File: src/mgc_regs.svh
/*
  Constants of the mute, gain and calibration control block: register
  offsets, field positions, reset values and timing counts.
  Assumes a 100 MHz system clock and an 8-bit sub-address register port.
*/
`ifndef MGC_REGS_SVH
`define MGC_REGS_SVH

// ****************************************************************
// sub-addresses
// ****************************************************************
`define MGC_ADDR_MUTE_STATUS 8'h00
`define MGC_ADDR_CAL_RB_FIRST 8'h02
`define MGC_ADDR_CAL_RB_LAST 8'h09
`define MGC_ADDR_VOL_FIRST 8'h25
`define MGC_ADDR_VOL_LAST 8'h2A
`define MGC_ADDR_MUTE_CTRL 8'h2C
`define MGC_ADDR_CAL_SRC 8'h2F
`define MGC_ADDR_FAULT_CTRL 8'h3A
`define MGC_ADDR_PGC_CTRL 8'h3D
`define MGC_ADDR_POST_GAIN 8'h3E
`define MGC_ADDR_IRQ_STATUS 8'h3F
`define MGC_ADDR_IRQ_MASK 8'h40
`define MGC_ADDR_BANK_FIRST 8'h70

// ****************************************************************
// field positions
// ****************************************************************
`define MGC_BIT_HARD_MUTE 1
`define MGC_BIT_FAULT_AUTO_RELEASE 2
`define MGC_BIT_FAULT_LATCH_CLEAR 1
`define MGC_BIT_PGC_ENABLE 7
`define MGC_BIT_STAT_FAULT_MUTE 1
`define MGC_BIT_STAT_CAL_BUSY 2

// ****************************************************************
// reset values and volume thresholds
// ****************************************************************
`define MGC_RST_MUTE_CTRL 8'h02
`define MGC_RST_VOLUME 8'h00
`define MGC_RST_POST_GAIN 2'h2
`define MGC_VOL_FULL_MIN 8'hF4
`define MGC_VOL_HALF_MIN 8'hE8
`define MGC_VOL_QUARTER_MIN 8'hDC

// ****************************************************************
// timing: calibration step of 1 s per pre-gain level
// ****************************************************************
`define MGC_CLK_HZ 100000000
`define MGC_CAL_STEP_MS 1000
`define MGC_CAL_STEP_CYCLES ((`MGC_CLK_HZ / 1000) * `MGC_CAL_STEP_MS)

`endif

File: src/mgc_pkg.sv
/*
  Types of the mute, gain and calibration control block.
  Assumes nothing of its surroundings.
*/
package mgc_pkg;

  // pre-gain levels, in order of decreasing gain
  typedef enum logic [1:0] {
    MGC_GAIN_FULL,
    MGC_GAIN_HALF,
    MGC_GAIN_QUARTER,
    MGC_GAIN_EIGHTH
  } mgc_pregain_type;

  // three-state reading of the fault pin
  typedef enum logic [1:0] {
    MGC_FAULT_RELEASED,
    MGC_FAULT_HIGH,
    MGC_FAULT_LOW
  } mgc_fault_level_type;

  // calibration sequencer states
  typedef enum logic [1:0] {
    MGC_CAL_IDLE,
    MGC_CAL_RUN,
    MGC_CAL_STORE
  } mgc_cal_state_type;

endpackage

File: src/mgc_fault_if.sv
/*
  Carrier between the fault sampler and the control top: the digitised
  three-state level of the fault pin.
  Assumes both ends run on the same system clock.
*/
`timescale 1ns/1ns
`default_nettype none

interface mgc_fault_if;
  import mgc_pkg::*;
  mgc_fault_level_type level;
  logic asserted;
  modport source (output level, output asserted);
  modport sink (input level, input asserted);
endinterface

`default_nettype wire

File: src/mgc_fault_sampler.sv
/*
  Fault pin sampler: synchronises the two rail comparators and decodes
  the three-state pin level.
  Assumes asynchronous comparator levels.
*/
`timescale 1ns/1ns
`default_nettype none

module mgc_fault_sampler
  import mgc_pkg::*;
(
  input wire logic sys_clk_in,
  input wire logic reset_in,
  input wire logic fault_above_in,
  input wire logic fault_below_in,
  mgc_fault_if.source fault_port
);

  typedef struct packed {
    logic [1:0] sync_first;
    logic [1:0] sync_second;
    mgc_fault_level_type level;
  } mgc_sampler_state_type;

  mgc_sampler_state_type state;
  mgc_sampler_state_type next_state;

  // first stage feeds only the second stage; decode looks at the second
  always_comb begin
    next_state = state;
    next_state.sync_first = {fault_above_in, fault_below_in};
    next_state.sync_second = state.sync_first;
    unique case (state.sync_second)
      2'h2: next_state.level = MGC_FAULT_HIGH;
      2'h1: next_state.level = MGC_FAULT_LOW;
      2'h3: next_state.level = MGC_FAULT_HIGH; // both: treat as fault
      2'h0: next_state.level = MGC_FAULT_RELEASED;
    endcase
  end

  always_ff @(posedge sys_clk_in) begin
    if (reset_in) begin
      state <= '{sync_first: 2'h0, sync_second: 2'h0, level: MGC_FAULT_RELEASED};
    end else begin
      state <= next_state;
    end
  end

  assign fault_port.level = state.level;
  assign fault_port.asserted = (state.level != MGC_FAULT_RELEASED);

endmodule // mgc_fault_sampler

`default_nettype wire

File: src/mgc_control.sv
/*
  Mute, gain and calibration control of an audio processor:
  register file, fault mute, offset calibration, pre-gain selection and
  calibration source selection.
  Assumes a host register port on the system clock and a power
  stage that follows the mute and mode outputs.
*/
// Overview of operation
// reset pin low restores defaults in sub-addresses 00h-6Fh and 80h-EFh
// sub-addresses 70h-7Fh and F0h-FFh keep contents through the reset pin
// fault pin at either supply extreme forces hard mute
// auto-release bit set: fault mute ends when fault pin is released
// auto-release clear: mute latched until release and clear bit rises
// hard mute bit falling from one to zero starts offset calibration
// calibration ends within 1 s, or 4 s with predictive gain
// ten-bit offset per channel, four per channel with predictive gain
// readback registers 02h-09h show the offsets in use, tracking pre-gain
// low-EMI input high selects linear class B output path
// predictive gain bit set: pre-gain follows channel volume registers; the code follows only the channel 0 register (25h)
// predictive gain off holds pre-gain at full gain
// volume thresholds F4h, E8h, DCh select full, half, quarter, eighth gain
// four post-gain settings, 0 dB nominal
// calibration source bit one selects bank, zero the automatic value
// host banks calibration values by mute, calibrate, copy, re-mute
// host changes post-gain only at one-eighth pre-gain
// host latches fault and keeps clocks in sync during calibration
// fault pin read as three states: high, low, released
`timescale 1ns/1ns
`default_nettype none
`include "mgc_regs.svh"

module mgc_control
  import mgc_pkg::*;
#(
  parameter int CHANNELS = 6,
  parameter int OFFSET_WIDTH = 10,
  parameter int CAL_STEP_CYCLES = `MGC_CAL_STEP_CYCLES
) (
  input wire logic sys_clk_in,
  input wire logic reset_in,
  input wire logic reset_pin_active_low_in,
  input wire logic fault_above_in,
  input wire logic fault_below_in,
  input wire logic low_emi_mode_input_in,
  input wire logic [7:0] reg_addr_in,
  input wire logic [7:0] reg_wdata_in,
  input wire logic reg_write_in,
  input wire logic reg_read_in,
  input wire logic [CHANNELS*OFFSET_WIDTH-1:0] cal_measure_in,
  output logic [7:0] reg_rdata_out,
  output logic hard_mute_out,
  output logic linear_mode_out,
  output logic [1:0] pregain_out,
  output logic [1:0] post_gain_out,
  output logic cal_busy_out,
  output logic [CHANNELS*OFFSET_WIDTH-1:0] offset_out,
  output logic irq_out
);

  // ****************************************************************
  // elaboration checks
  // ****************************************************************
  if (CHANNELS < 1 || CHANNELS > 6) begin : g_bad_channels
    $error("channel count must be 1 to 6");
  end
  if (OFFSET_WIDTH != 10) begin : g_bad_width
    $error("offset width must be 10");
  end
  if (CAL_STEP_CYCLES < 2) begin : g_bad_step
    $error("calibration step must be at least 2 cycles");
  end

  localparam int LEVELS = 4;
  localparam int CW = 32;

  // ****************************************************************
  // state
  // ****************************************************************
  typedef struct packed {
    logic [1:0] rst_pin_sync;
    logic rst_pin_prev;
    logic [7:0] mute_ctrl;
    logic [7:0] cal_src;
    logic [7:0] fault_ctrl;
    logic [7:0] pgc_ctrl;
    logic [1:0] post_gain;
    logic [7:0] irq_status;
    logic [7:0] irq_mask;
    logic [CHANNELS-1:0][7:0] volume;
    logic [CHANNELS-1:0][OFFSET_WIDTH-1:0] bank;
    logic [CHANNELS-1:0][LEVELS-1:0][OFFSET_WIDTH-1:0] auto_cal;
    logic fault_mute;
    logic clear_armed;
    mgc_cal_state_type cal_state;
    logic [CW-1:0] cal_count;
    logic [1:0] cal_level;
    logic [7:0] rdata;
    logic hard_mute;
    logic linear_mode;
    mgc_pregain_type pregain;
    logic [CHANNELS-1:0][OFFSET_WIDTH-1:0] offset;
    logic irq;
  } mgc_ctrl_state_type;

  mgc_ctrl_state_type state;
  mgc_ctrl_state_type next_state;

  mgc_fault_if fault_link ();

  mgc_fault_sampler u_fault_sampler (
    .sys_clk_in(sys_clk_in),
    .reset_in(reset_in),
    .fault_above_in(fault_above_in),
    .fault_below_in(fault_below_in),
    .fault_port(fault_link.source)
  );

  // ****************************************************************
  // functions
  // ****************************************************************
  // volume to pre-gain level
  function automatic mgc_pregain_type vol_to_gain(input logic [7:0] vol);
    if (vol >= `MGC_VOL_FULL_MIN) begin
      return MGC_GAIN_FULL;
    end else if (vol >= `MGC_VOL_HALF_MIN) begin
      return MGC_GAIN_HALF;
    end else if (vol >= `MGC_VOL_QUARTER_MIN) begin
      return MGC_GAIN_QUARTER;
    end else begin
      return MGC_GAIN_EIGHTH;
    end
  endfunction

  // readback layout: 02h-04h, 06h, 08h and 09h hold high bytes, 05h and 07h pack low pairs
  function automatic logic [7:0] readback(input logic [6:0] a,
      input logic [CHANNELS-1:0][OFFSET_WIDTH-1:0] off);
    logic [5:0][9:0] v;
    v = '0;
    for (int c = 0; c < CHANNELS; c++) begin
      v[c] = off[c];
    end
    unique case (a)
      7'h02: return v[0][9:2];
      7'h03: return v[1][9:2];
      7'h04: return v[2][9:2];
      7'h05: return {2'h0, v[2][1:0], v[1][1:0], v[0][1:0]};
      7'h06: return v[3][9:2];
      7'h07: return {v[5][1:0], v[4][1:0], v[3][1:0], 2'h0};
      7'h08: return v[4][9:2];
      7'h09: return v[5][9:2];
      default: return 8'h00;
    endcase
  endfunction

  // ****************************************************************
  // next state
  // ****************************************************************
  logic pin_reset;
  logic [6:0] wa;
  logic [7:0] events;
  mgc_pregain_type gain_now;
  logic [1:0] lvl;

  always_comb begin
    next_state = state;
    events = 8'h00;
    wa = reg_addr_in[6:0];
    lvl = 2'h0;
    // pin passes two flops; pin_reset reads only the level of the second
    next_state.rst_pin_sync = {state.rst_pin_sync[0], reset_pin_active_low_in};
    next_state.rst_pin_prev = state.rst_pin_sync[1];
    pin_reset = !state.rst_pin_sync[1];

    // register writes; the mirrored range aliases low addresses
    if (reg_write_in) begin
      case (wa)
        `MGC_ADDR_MUTE_CTRL: next_state.mute_ctrl = reg_wdata_in;
        `MGC_ADDR_CAL_SRC: next_state.cal_src = reg_wdata_in;
        `MGC_ADDR_FAULT_CTRL: next_state.fault_ctrl = reg_wdata_in;
        `MGC_ADDR_PGC_CTRL: next_state.pgc_ctrl = reg_wdata_in;
        `MGC_ADDR_POST_GAIN: next_state.post_gain = reg_wdata_in[1:0];
        `MGC_ADDR_IRQ_MASK: next_state.irq_mask = reg_wdata_in;
        `MGC_ADDR_IRQ_STATUS: next_state.irq_status = state.irq_status & ~reg_wdata_in;
        default: begin
        end
      endcase
      for (int c = 0; c < CHANNELS; c++) begin
        if (wa == `MGC_ADDR_VOL_FIRST + 7'(c)) begin
          next_state.volume[c] = reg_wdata_in;
        end
        // bank: two bytes per channel, high byte first
        if (wa == `MGC_ADDR_BANK_FIRST + 7'(2 * c)) begin
          next_state.bank[c][9:2] = reg_wdata_in;
        end
        if (wa == `MGC_ADDR_BANK_FIRST + 7'(2 * c + 1)) begin
          next_state.bank[c][1:0] = reg_wdata_in[1:0];
        end
      end
    end

    // fault mute: set on fault, release by mode
    if (fault_link.asserted) begin
      next_state.fault_mute = 1'b1;
      next_state.clear_armed = 1'b0;
    end else if (state.fault_mute) begin
      if (state.fault_ctrl[`MGC_BIT_FAULT_AUTO_RELEASE]) begin
        next_state.fault_mute = 1'b0;
      end else if (reg_write_in && wa == `MGC_ADDR_FAULT_CTRL) begin
        // only a rising edge of the clear bit while released frees the mute
        if (!state.fault_ctrl[`MGC_BIT_FAULT_LATCH_CLEAR] &&
            reg_wdata_in[`MGC_BIT_FAULT_LATCH_CLEAR]) begin
          next_state.fault_mute = 1'b0;
        end
      end
    end
    if (fault_link.asserted && !state.fault_mute) begin
      events[`MGC_BIT_STAT_FAULT_MUTE] = 1'b1;
    end

    // calibration sequencer
    gain_now = state.pgc_ctrl[`MGC_BIT_PGC_ENABLE] ?
        vol_to_gain(state.volume[0]) : MGC_GAIN_FULL;
    unique case (state.cal_state)
      MGC_CAL_IDLE: begin
        if (reg_write_in && wa == `MGC_ADDR_MUTE_CTRL &&
            state.mute_ctrl[`MGC_BIT_HARD_MUTE] && !reg_wdata_in[`MGC_BIT_HARD_MUTE]) begin
          next_state.cal_state = MGC_CAL_RUN;
          next_state.cal_count = '0;
          next_state.cal_level = 2'h0;
        end
      end
      MGC_CAL_RUN: begin
        // one step per pre-gain level: 1 s without, 4 s with prediction
        if (state.cal_count == CW'(CAL_STEP_CYCLES - 1)) begin
          next_state.cal_state = MGC_CAL_STORE;
        end else begin
          next_state.cal_count = state.cal_count + 1'b1;
        end
      end
      MGC_CAL_STORE: begin
        lvl = state.pgc_ctrl[`MGC_BIT_PGC_ENABLE] ? state.cal_level : 2'h0;
        for (int c = 0; c < CHANNELS; c++) begin
          next_state.auto_cal[c][lvl] = cal_measure_in[c*OFFSET_WIDTH +: OFFSET_WIDTH];
        end
        next_state.cal_count = '0;
        if (!state.pgc_ctrl[`MGC_BIT_PGC_ENABLE] || state.cal_level == 2'h3) begin
          next_state.cal_state = MGC_CAL_IDLE;
          events[`MGC_BIT_STAT_CAL_BUSY] = 1'b1;
        end else begin
          next_state.cal_level = state.cal_level + 2'h1;
          next_state.cal_state = MGC_CAL_RUN;
        end
      end
    endcase

    // offsets in use follow pre-gain and source bit
    for (int c = 0; c < CHANNELS; c++) begin
      next_state.offset[c] = state.cal_src[c] ? state.bank[c] :
          state.auto_cal[c][gain_now];
    end

    // status: sticky set wins over write-one clear
    next_state.irq_status = next_state.irq_status | events;
    next_state.hard_mute = state.mute_ctrl[`MGC_BIT_HARD_MUTE] || state.fault_mute;
    next_state.linear_mode = low_emi_mode_input_in;
    next_state.pregain = gain_now;
    next_state.irq = |(state.irq_status & state.irq_mask);

    // read data in the cycle after the strobe
    next_state.rdata = 8'h00;
    if (reg_read_in) begin
      unique case (wa) inside
        [`MGC_ADDR_CAL_RB_FIRST:`MGC_ADDR_CAL_RB_LAST]:
          next_state.rdata = readback(wa, state.offset);
        `MGC_ADDR_MUTE_STATUS:
          next_state.rdata = {4'h0, state.linear_mode, state.cal_state != MGC_CAL_IDLE,
              state.hard_mute, 1'b0};
        `MGC_ADDR_MUTE_CTRL: next_state.rdata = state.mute_ctrl;
        `MGC_ADDR_CAL_SRC: next_state.rdata = state.cal_src;
        `MGC_ADDR_FAULT_CTRL: next_state.rdata = state.fault_ctrl;
        `MGC_ADDR_PGC_CTRL: next_state.rdata = state.pgc_ctrl;
        `MGC_ADDR_POST_GAIN: next_state.rdata = {6'h00, state.post_gain};
        `MGC_ADDR_IRQ_STATUS: next_state.rdata = state.irq_status;
        `MGC_ADDR_IRQ_MASK: next_state.rdata = state.irq_mask;
        default: begin
          for (int c = 0; c < CHANNELS; c++) begin
            if (wa == `MGC_ADDR_VOL_FIRST + 7'(c)) begin
              next_state.rdata = state.volume[c];
            end
            if (wa == `MGC_ADDR_BANK_FIRST + 7'(2 * c)) begin
              next_state.rdata = state.bank[c][9:2];
            end
            if (wa == `MGC_ADDR_BANK_FIRST + 7'(2 * c + 1)) begin
              next_state.rdata = {6'h00, state.bank[c][1:0]};
            end
          end
        end
      endcase
    end

    // reset pin: non-retained registers to defaults, bank kept
    if (pin_reset) begin
      next_state.mute_ctrl = `MGC_RST_MUTE_CTRL;
      next_state.cal_src = 8'h00;
      next_state.fault_ctrl = 8'h00;
      next_state.pgc_ctrl = 8'h00;
      next_state.post_gain = `MGC_RST_POST_GAIN;
      next_state.irq_mask = 8'h00;
      next_state.irq_status = 8'h00;
      next_state.volume = {CHANNELS{`MGC_RST_VOLUME}};
      next_state.cal_state = MGC_CAL_IDLE;
      // bank lives at retained sub-addresses and is not touched
      next_state.bank = state.bank;
    end
  end

  // ****************************************************************
  // registers
  // ****************************************************************
  always_ff @(posedge sys_clk_in) begin
    if (reset_in) begin
      state <= '0;
      state.rst_pin_sync <= 2'h3;
      state.rst_pin_prev <= 1'b1;
      state.mute_ctrl <= `MGC_RST_MUTE_CTRL;
      state.post_gain <= `MGC_RST_POST_GAIN;
      state.hard_mute <= 1'b1;
      state.cal_state <= MGC_CAL_IDLE;
      state.pregain <= MGC_GAIN_FULL;
    end else begin
      state <= next_state;
    end
  end

  // every output straight from a flop except cal_busy_out, decoded from cal_state
  assign reg_rdata_out = state.rdata;
  assign hard_mute_out = state.hard_mute;
  assign linear_mode_out = state.linear_mode;
  assign pregain_out = state.pregain;
  assign post_gain_out = state.post_gain;
  assign cal_busy_out = state.cal_state != MGC_CAL_IDLE;
  assign offset_out = state.offset;
  assign irq_out = state.irq;

endmodule // mgc_control

`default_nettype wire

File: config.mk
export PLATFORM = sky130hd
export DESIGN_NAME = mgc_control
export DESIGN_NICKNAME = d
export VERILOG_FILES = /design/src/mgc_pkg.sv /design/src/mgc_fault_if.sv /design/src/mgc_fault_sampler.sv /design/src/mgc_control.sv
export VERILOG_INCLUDE_DIRS = /design/src /design/src/src
export SDC_FILE = /design/constraint.sdc
export NUM_CORES = 1
export LEC_CHECK = 0
export BUFFER_PORTS_ARGS = -buffer_cell sky130_fd_sc_hd__buf_2
export CAP_MARGIN = 15
export CORE_MARGIN = 4
export CORE_UTILIZATION = 30
export DETAILED_ROUTE_END_ITERATION = 16
export PLACE_DENSITY = 0.44
export REMOVE_ABC_BUFFERS = 1
export SLEW_MARGIN = 20
export SYNTH_ARGS = -nofsm -noshare
export SYNTH_HDL_FRONTEND = slang
export SYNTH_SLANG_ARGS = --single-unit
File: constraint.sdc
create_clock -name sys_clk_in -period 2.4 [get_ports sys_clk_in]
set_clock_uncertainty 0.1 [all_clocks]
set_input_delay 0 -clock sys_clk_in [delete_from_list [all_inputs] [get_ports sys_clk_in]]
set_output_delay 0 -clock sys_clk_in [all_outputs]
set_load 0.02 [all_outputs]
Word level (Yosys, flattened, before mapping)
Cells that the tools add are included.
Word-level totals
  input port bits: 84
  word-level logic and storage cells: 267
  latch bits: 0
  output and inout bits: 76
  register bits after elaboration: 516
  memory bits (writable): 0
  memories kept: 0
  ROM bits: 0
Cells by class
  bitwise logic cells: 6
  reduce and logical (&&, ||, !) cells: 51
  equal/unequal tests: 44
  $lt $le $gt $ge: 8
  div/mod/pow operators: 0
  add/sub/neg operators: 2
  multiply operators: 0
  muxes and demuxes: 88
  shift-type cells: 0
Operators by type and width (count)
  two-way mux 8 bit: 32
  bitwise mux 40 bit: 6
  two-way mux 10 bit: 13
  two-way mux 124 bit: 1
  binary-select mux 10 bit (select 2 bit): 6
  case mux 34 bit (3 select lines): 1
  == test 7 bit, second input constant: 13
  == test 7 x 6 -> 1 bit, second input constant: 12
  case mux 8 bit (9 select lines): 1
  case mux 8 bit (8 select lines): 1
  AND reduction 3 bit: 13
  two-way mux 36 bit: 1
  adder 32 x 1 -> 32 bit, second input constant: 1
  == test 32 x 27 -> 1 bit, second input constant: 1
  two-way mux 32 bit: 1
  == test 7 x 3 -> 1 bit, second input constant: 4
  AND reduction 2 bit: 14
  >= comparator 8 bit, second input constant: 3
  two-way mux 2 bit: 12
  demux 10 bit (select 2 bit): 1
  bitwise AND 8 bit: 2
  == test 7 x 2 -> 1 bit, second input constant: 2
  == test 7 x 4 -> 1 bit, second input constant: 2
  two-way mux 1 bit: 10
  21 further kinds: 46

Logic depth before layout (Yosys ltp)
  depth in word-level cells: 20
  mapped depth: 10

Cells and area by module
From an unflattened synthesis, not the netlist that was laid out.
Second synthesis, totals
  cells, all modules: 2957
  area total of the unflattened synthesis: 22780.6 µm²
Modules (own cells, without submodules)
  mgc_control: cells an instance 2942, area an instance 22595.4 µm², times used 1, seq. area each 10209.8 µm²
  mgc_fault_sampler: cells an instance 15, area an instance 185.2 µm², times used 1, seq. area each 120.1 µm²

Least setup slack after synthesis
Ideal clock, no wire load.
  path kind: register to register
  start: register state[75] in the netlist's numbering
  end: register state[100] in the netlist's numbering
  arrival: 1.989 ns
  period minus slack after synthesis: 2.153 ns
  path buffers: 1
  required time: 2.236 ns
  stages on the path, launching flop included: 9
  setup time: 0.064 ns
  path slack: 0.247 ns
  path through: dfxtp_1 > ha_1 > and2_1 > nand4_1 > nor4_2 > a21boi_2 > a21o_1 > buf_2 > nor2_1
Between the ends
  word-level cells in the longest chain between the ends: 3
  elaborated cells between the ends (all ways): 6
RTL lines
  start, declared: RTL line mgc_control.sv:105  | mgc_ctrl_state_type state;
  start signal, assigned: RTL line mgc_control.sv:331  | state <= next_state;
  adder 32 x 1 -> 32 bit or == test 32 x 27 -> 1 bit (tied branches): RTL line mgc_control.sv:237, mgc_control.sv:234
  two-way mux 32 bit or inequality test 2 bit (tied branches)
  case mux 34 bit (3 select lines) or AND reduction 2 bit (tied branches)
Several ways; a longest one is shown, not always the timed one. The select of a mux whose other input is x is not followed.
A chain may end at the register's enable or synchronous reset.

Final worst setup path
  start: input reg_addr_in[3]
  end: register state[87] in the netlist's numbering
Between the ends
  word-level cells in the longest chain between the ends: 6
RTL lines
  start, declared: RTL line mgc_control.sv:45  | input wire logic [7:0] reg_addr_in,
  == test 7 x 6 -> 1 bit
  logical AND 1 bit (no source line)
  logical AND 1 bit (2 in series): RTL line mgc_control.sv:225  | if (reg_write_in && wa == `MGC_ADDR_MUTE_CTRL &&
  inequality test 2 bit (no source line)
  AND reduction 2 bit (no source line)
No other way between the ends.

==> impl_results.md <==
* Clk buf depth at 3
* Maximum VDD drop at about 0.59 mV
* Largest net degree at the start of global routing at 96
* LEAKAGE at roughly 0.0098 uW
* Startpoint Class: input port
* Crit-path max cell delay at ~580 ps
* Critical path buffer and inverter count at 6
* Slew Limit Fails at 0
* DP HPWL at around 69000 um
* Min cycle time layout at approximately 2300 ps
* Reg2reg path depth at 7
* Slew headroom at between 40% and 50%
* RSZ-0062 raised after global routing: false
* Worst-Margin Slew at approximately 790 ps
* Die Height at around 280 um
* Clock transition at path regs at 60 ps
* Root Buffer: clkbuf_16
* H-tree levels at 2
* Die W at about 280 um
* Worst-Skew Late Latency at around 640 ps
* Starting density of the core at between 30% and 40%
* Total number of vias at roughly 22000
* Hold path depth at 3
* Number of DRC markers in iteration 0 at roughly 2000
* Most frequent cells in the layout: 875 x nand2_1, 515 x dfxtp_1, 445 x a21oi_1
* Total of max-cap violations at 0
* Worst-path fanout max at 13
* DR pass1 iterations at 6
* CP cell instances: dlygate4sd3_1 > buf_4 > buf_4 > nand2_1 > buf_4 > o41ai_4 > buf_12 > a21boi_4 > buf_4 > a41oi_1 > a211oi_1
* Area Overhead vs Synth at 23.9%
* Initial antenna violation count at 3
* # nets final at 3232
* Critical path capture point type: flop
* Simple-gate share of the synthesized area at 24.6%
* Total CTS buffers at 60
* CTS tree: done
* Clock sink total at around 520
* Routed wire per std cell at 23.6 um
* Yosys warns at 0
* First-pass GRT wire length at roughly 150000 um
* Number of global-route vias before repair at ~22000
* Hold crit path type: input port to flop
* Ys async rst share at 0%
* Outcome: finished, final reports clean
* Proportion of synthesized area in mux cells at roughly 1.8%
* Period utilization at 97.5%
* Main combinational cell family by area after synthesis: simple AND/OR/NAND/NOR gates
* Arr. time, crit path at about 2800 ps
* Post-synthesis compound-gate area fraction at 20.5%
* Placer congestion estimate at slightly below 1
* Top_reg_cell synth: dfxtp_1
* CP Depth at 11
* Pwr Total at a little under 20000 uW
* Delay-heaviest family, CP: buffers and inverters
* Core area at 0.0749 mm^2
* Hold Vio Cnt, Final at 0
* Share of layout cells above drive strength 1 at between 10% and 20%
* Total Wirelength at 98400 um
* Port Buffers at 158
* Synth Area in Adders at less than 1%
* Residual DRC at 0
* Total die area at a little over 0.08 mm^2
* Sequential share of the synthesized area at between 40% and 50%
* Cell Area, Synth at between 0.02 and 0.025 mm^2
* Via count normalized by instance count at between 5 and 6
* Post-CTS Setup Inserts at 0
* Worst path slowest cell: dlygate4sd3_1
* FILL cells at 7715
* Num ports at 160
* Synth Area per Inst at 7.73 um^2
* Yosys reg bits at 516
* Core Rows at 100
* Worst setup margin at 60.2 ps
* Power per Cell Area at 682 mW/mm^2
* Cells after synthesis at 2959
* Crit path top cell by count: buf_4
* Endpoints failing setup at 0
* GRT Util Overall at between 20% and 30%
* Place WS at -175 ps
* GR Overflow Total at 0
* Achievable Freq at between 0.4 and 0.5 GHz
* Area share of xor/xnor cells in the synthesized design at less than 1%
* Number of flops mapped to enable cells by yosys at 0
* Commonest non-fill, non-tap cell in the layout: nand2_1
* Yosys cell types at 80
* Post-DRT Antenna Nets at 0
* Worst path required time at 2840 ps
* CP Class: input port to flop
## path summary, 6_finish.rpt
check,from,slack [ps],to
max,reg_addr_in[3],60,state[87]$_SDFFE_PP0P_
max reg2reg,state[415]$_SDFFE_PP0P_,130,offset_out[48]$_SDFF_PP0_
min reg2reg,next_state[511]$_SDFF_PP1_,310,next_state[509]$_SDFF_PP1_
min,low_emi_mode_input_in,30,linear_mode_out$_SDFF_PP0_
## layer usage
layer  track usage, %  part of all wire, %  vias up  wire length, um
met1             33.0                   46    11000            45300
met4             6.78                  2.9        2             2870
met5                0                0.013        -               13
met3             3.53                  5.8      134             5710
li1                 -                    -    10500                -
met2             37.6                   45      729            44500
## metrics by stage
step	util, %	cells	cell area, um^2	TNS [ps]	hold slack (ps)
after floorplan	-	2650	21400	-617290	-30.9
after global placement	33.8	3971	25400	-640	105
after detailed placement	33.8	3971	25400	-573	103
after CTS	37.7	4161	28300	0	4.82
after global routing	37.8	4161	28300	0	17.6
final	37.8	4162	28300	0	28.8
## state kept, by name (all words and copies together) (netlist names), 2 cells and up
| signal | count |
|---|---|
| next_state | 2 |
| state | 433 |
| u_fault_sampler.state | 2 |
| reg_rdata_out | 8 |
| pregain_out | 2 |
| u_fault_sampler.next_state | 2 |
| offset_out | 60 |
| post_gain_out | 2 |
| u_fault_sampler.fault_port.level | 2 |
## synthesized netlist by cell type, types with 9 or more instances
| cell type | number | share of area, % |
|---|---|---|
| a211oi_1 | 66 | 2.2 |
| a21oi_1 | 445 | 9.7 |
| a222oi_1 | 9 | 0.39 |
| a22oi_1 | 41 | 1.3 |
| a311o_1 | 62 | 2.7 |
| a32oi_1 | 11 | 0.42 |
| and2_1 | 68 | 1.9 |
| and3_1 | 18 | 0.49 |
| buf_1 | 17 | 0.28 |
| buf_2 | 23 | 0.50 |
| buf_4 | 73 | 2.4 |
| clkbuf_1 | 195 | 3.2 |
| dfxtp_1 | 516 | 45 |
| inv_1 | 18 | 0.30 |
| mux2i_1 | 38 | 1.7 |
| nand2_1 | 876 | 14 |
| nand2b_1 | 9 | 0.25 |
| nand3_1 | 111 | 2.4 |
| nand4_1 | 12 | 0.33 |
| nor2_1 | 113 | 1.9 |
| nor2b_1 | 17 | 0.47 |
| nor3_1 | 23 | 0.50 |
| nor4_1 | 9 | 0.25 |
| o211ai_1 | 10 | 0.33 |
| o21ai_0 | 23 | 0.50 |
| xnor2_1 | 19 | 0.73 |
## worst register-to-register path, cell delays in order (launching register included)
cell and delay (ps):
dfxtp_1 350, nor3b_1 160, o41ai_2 460, buf_4 280, buf_12 230, a211oi_1 110
a311o_1 360, a21oi_1 170
## cells by family (layout without fill, tap and decap cells)
kind of cell    count (synthesis)  after routing
xor+xnor                       22             22
buf+inv                       327            560
flops                         516            516
compound gates                745            745
fa+ha+maj                       6              6
simple gates                 1302           1302
mux                            41             41
other cells                     0              1
## repair_timing
action | 4_1_cts | 5_1_grt
endpoints found under the hold margin | 435 | 0
endpoints found under the setup margin | 1 | 29
gates resized for setup | 1 | 7
hold buffers | 78 | 0
pin swaps | 0 | 2
## where the power goes
group          internal, uW  switching, uW
Clock                  5970           3860
Sequential             8580           15.4
Combinational           297            580
Total                 14900           4460
## area by class of cell
cell class	count	area (um^2)	share of cell area [%]
multi-input combinational	2116	11100	39.2
sequential	516	10300	36.5
timing repair buffer	430	3470	12.2
clock buffer	84	1760	6.23
tap	969	1210	4.28
clock inverter	28	382	1.35
inverter	18	67.6	0.239
antenna	1	2.50	0.00884
(Power assumes the default switching activity.)
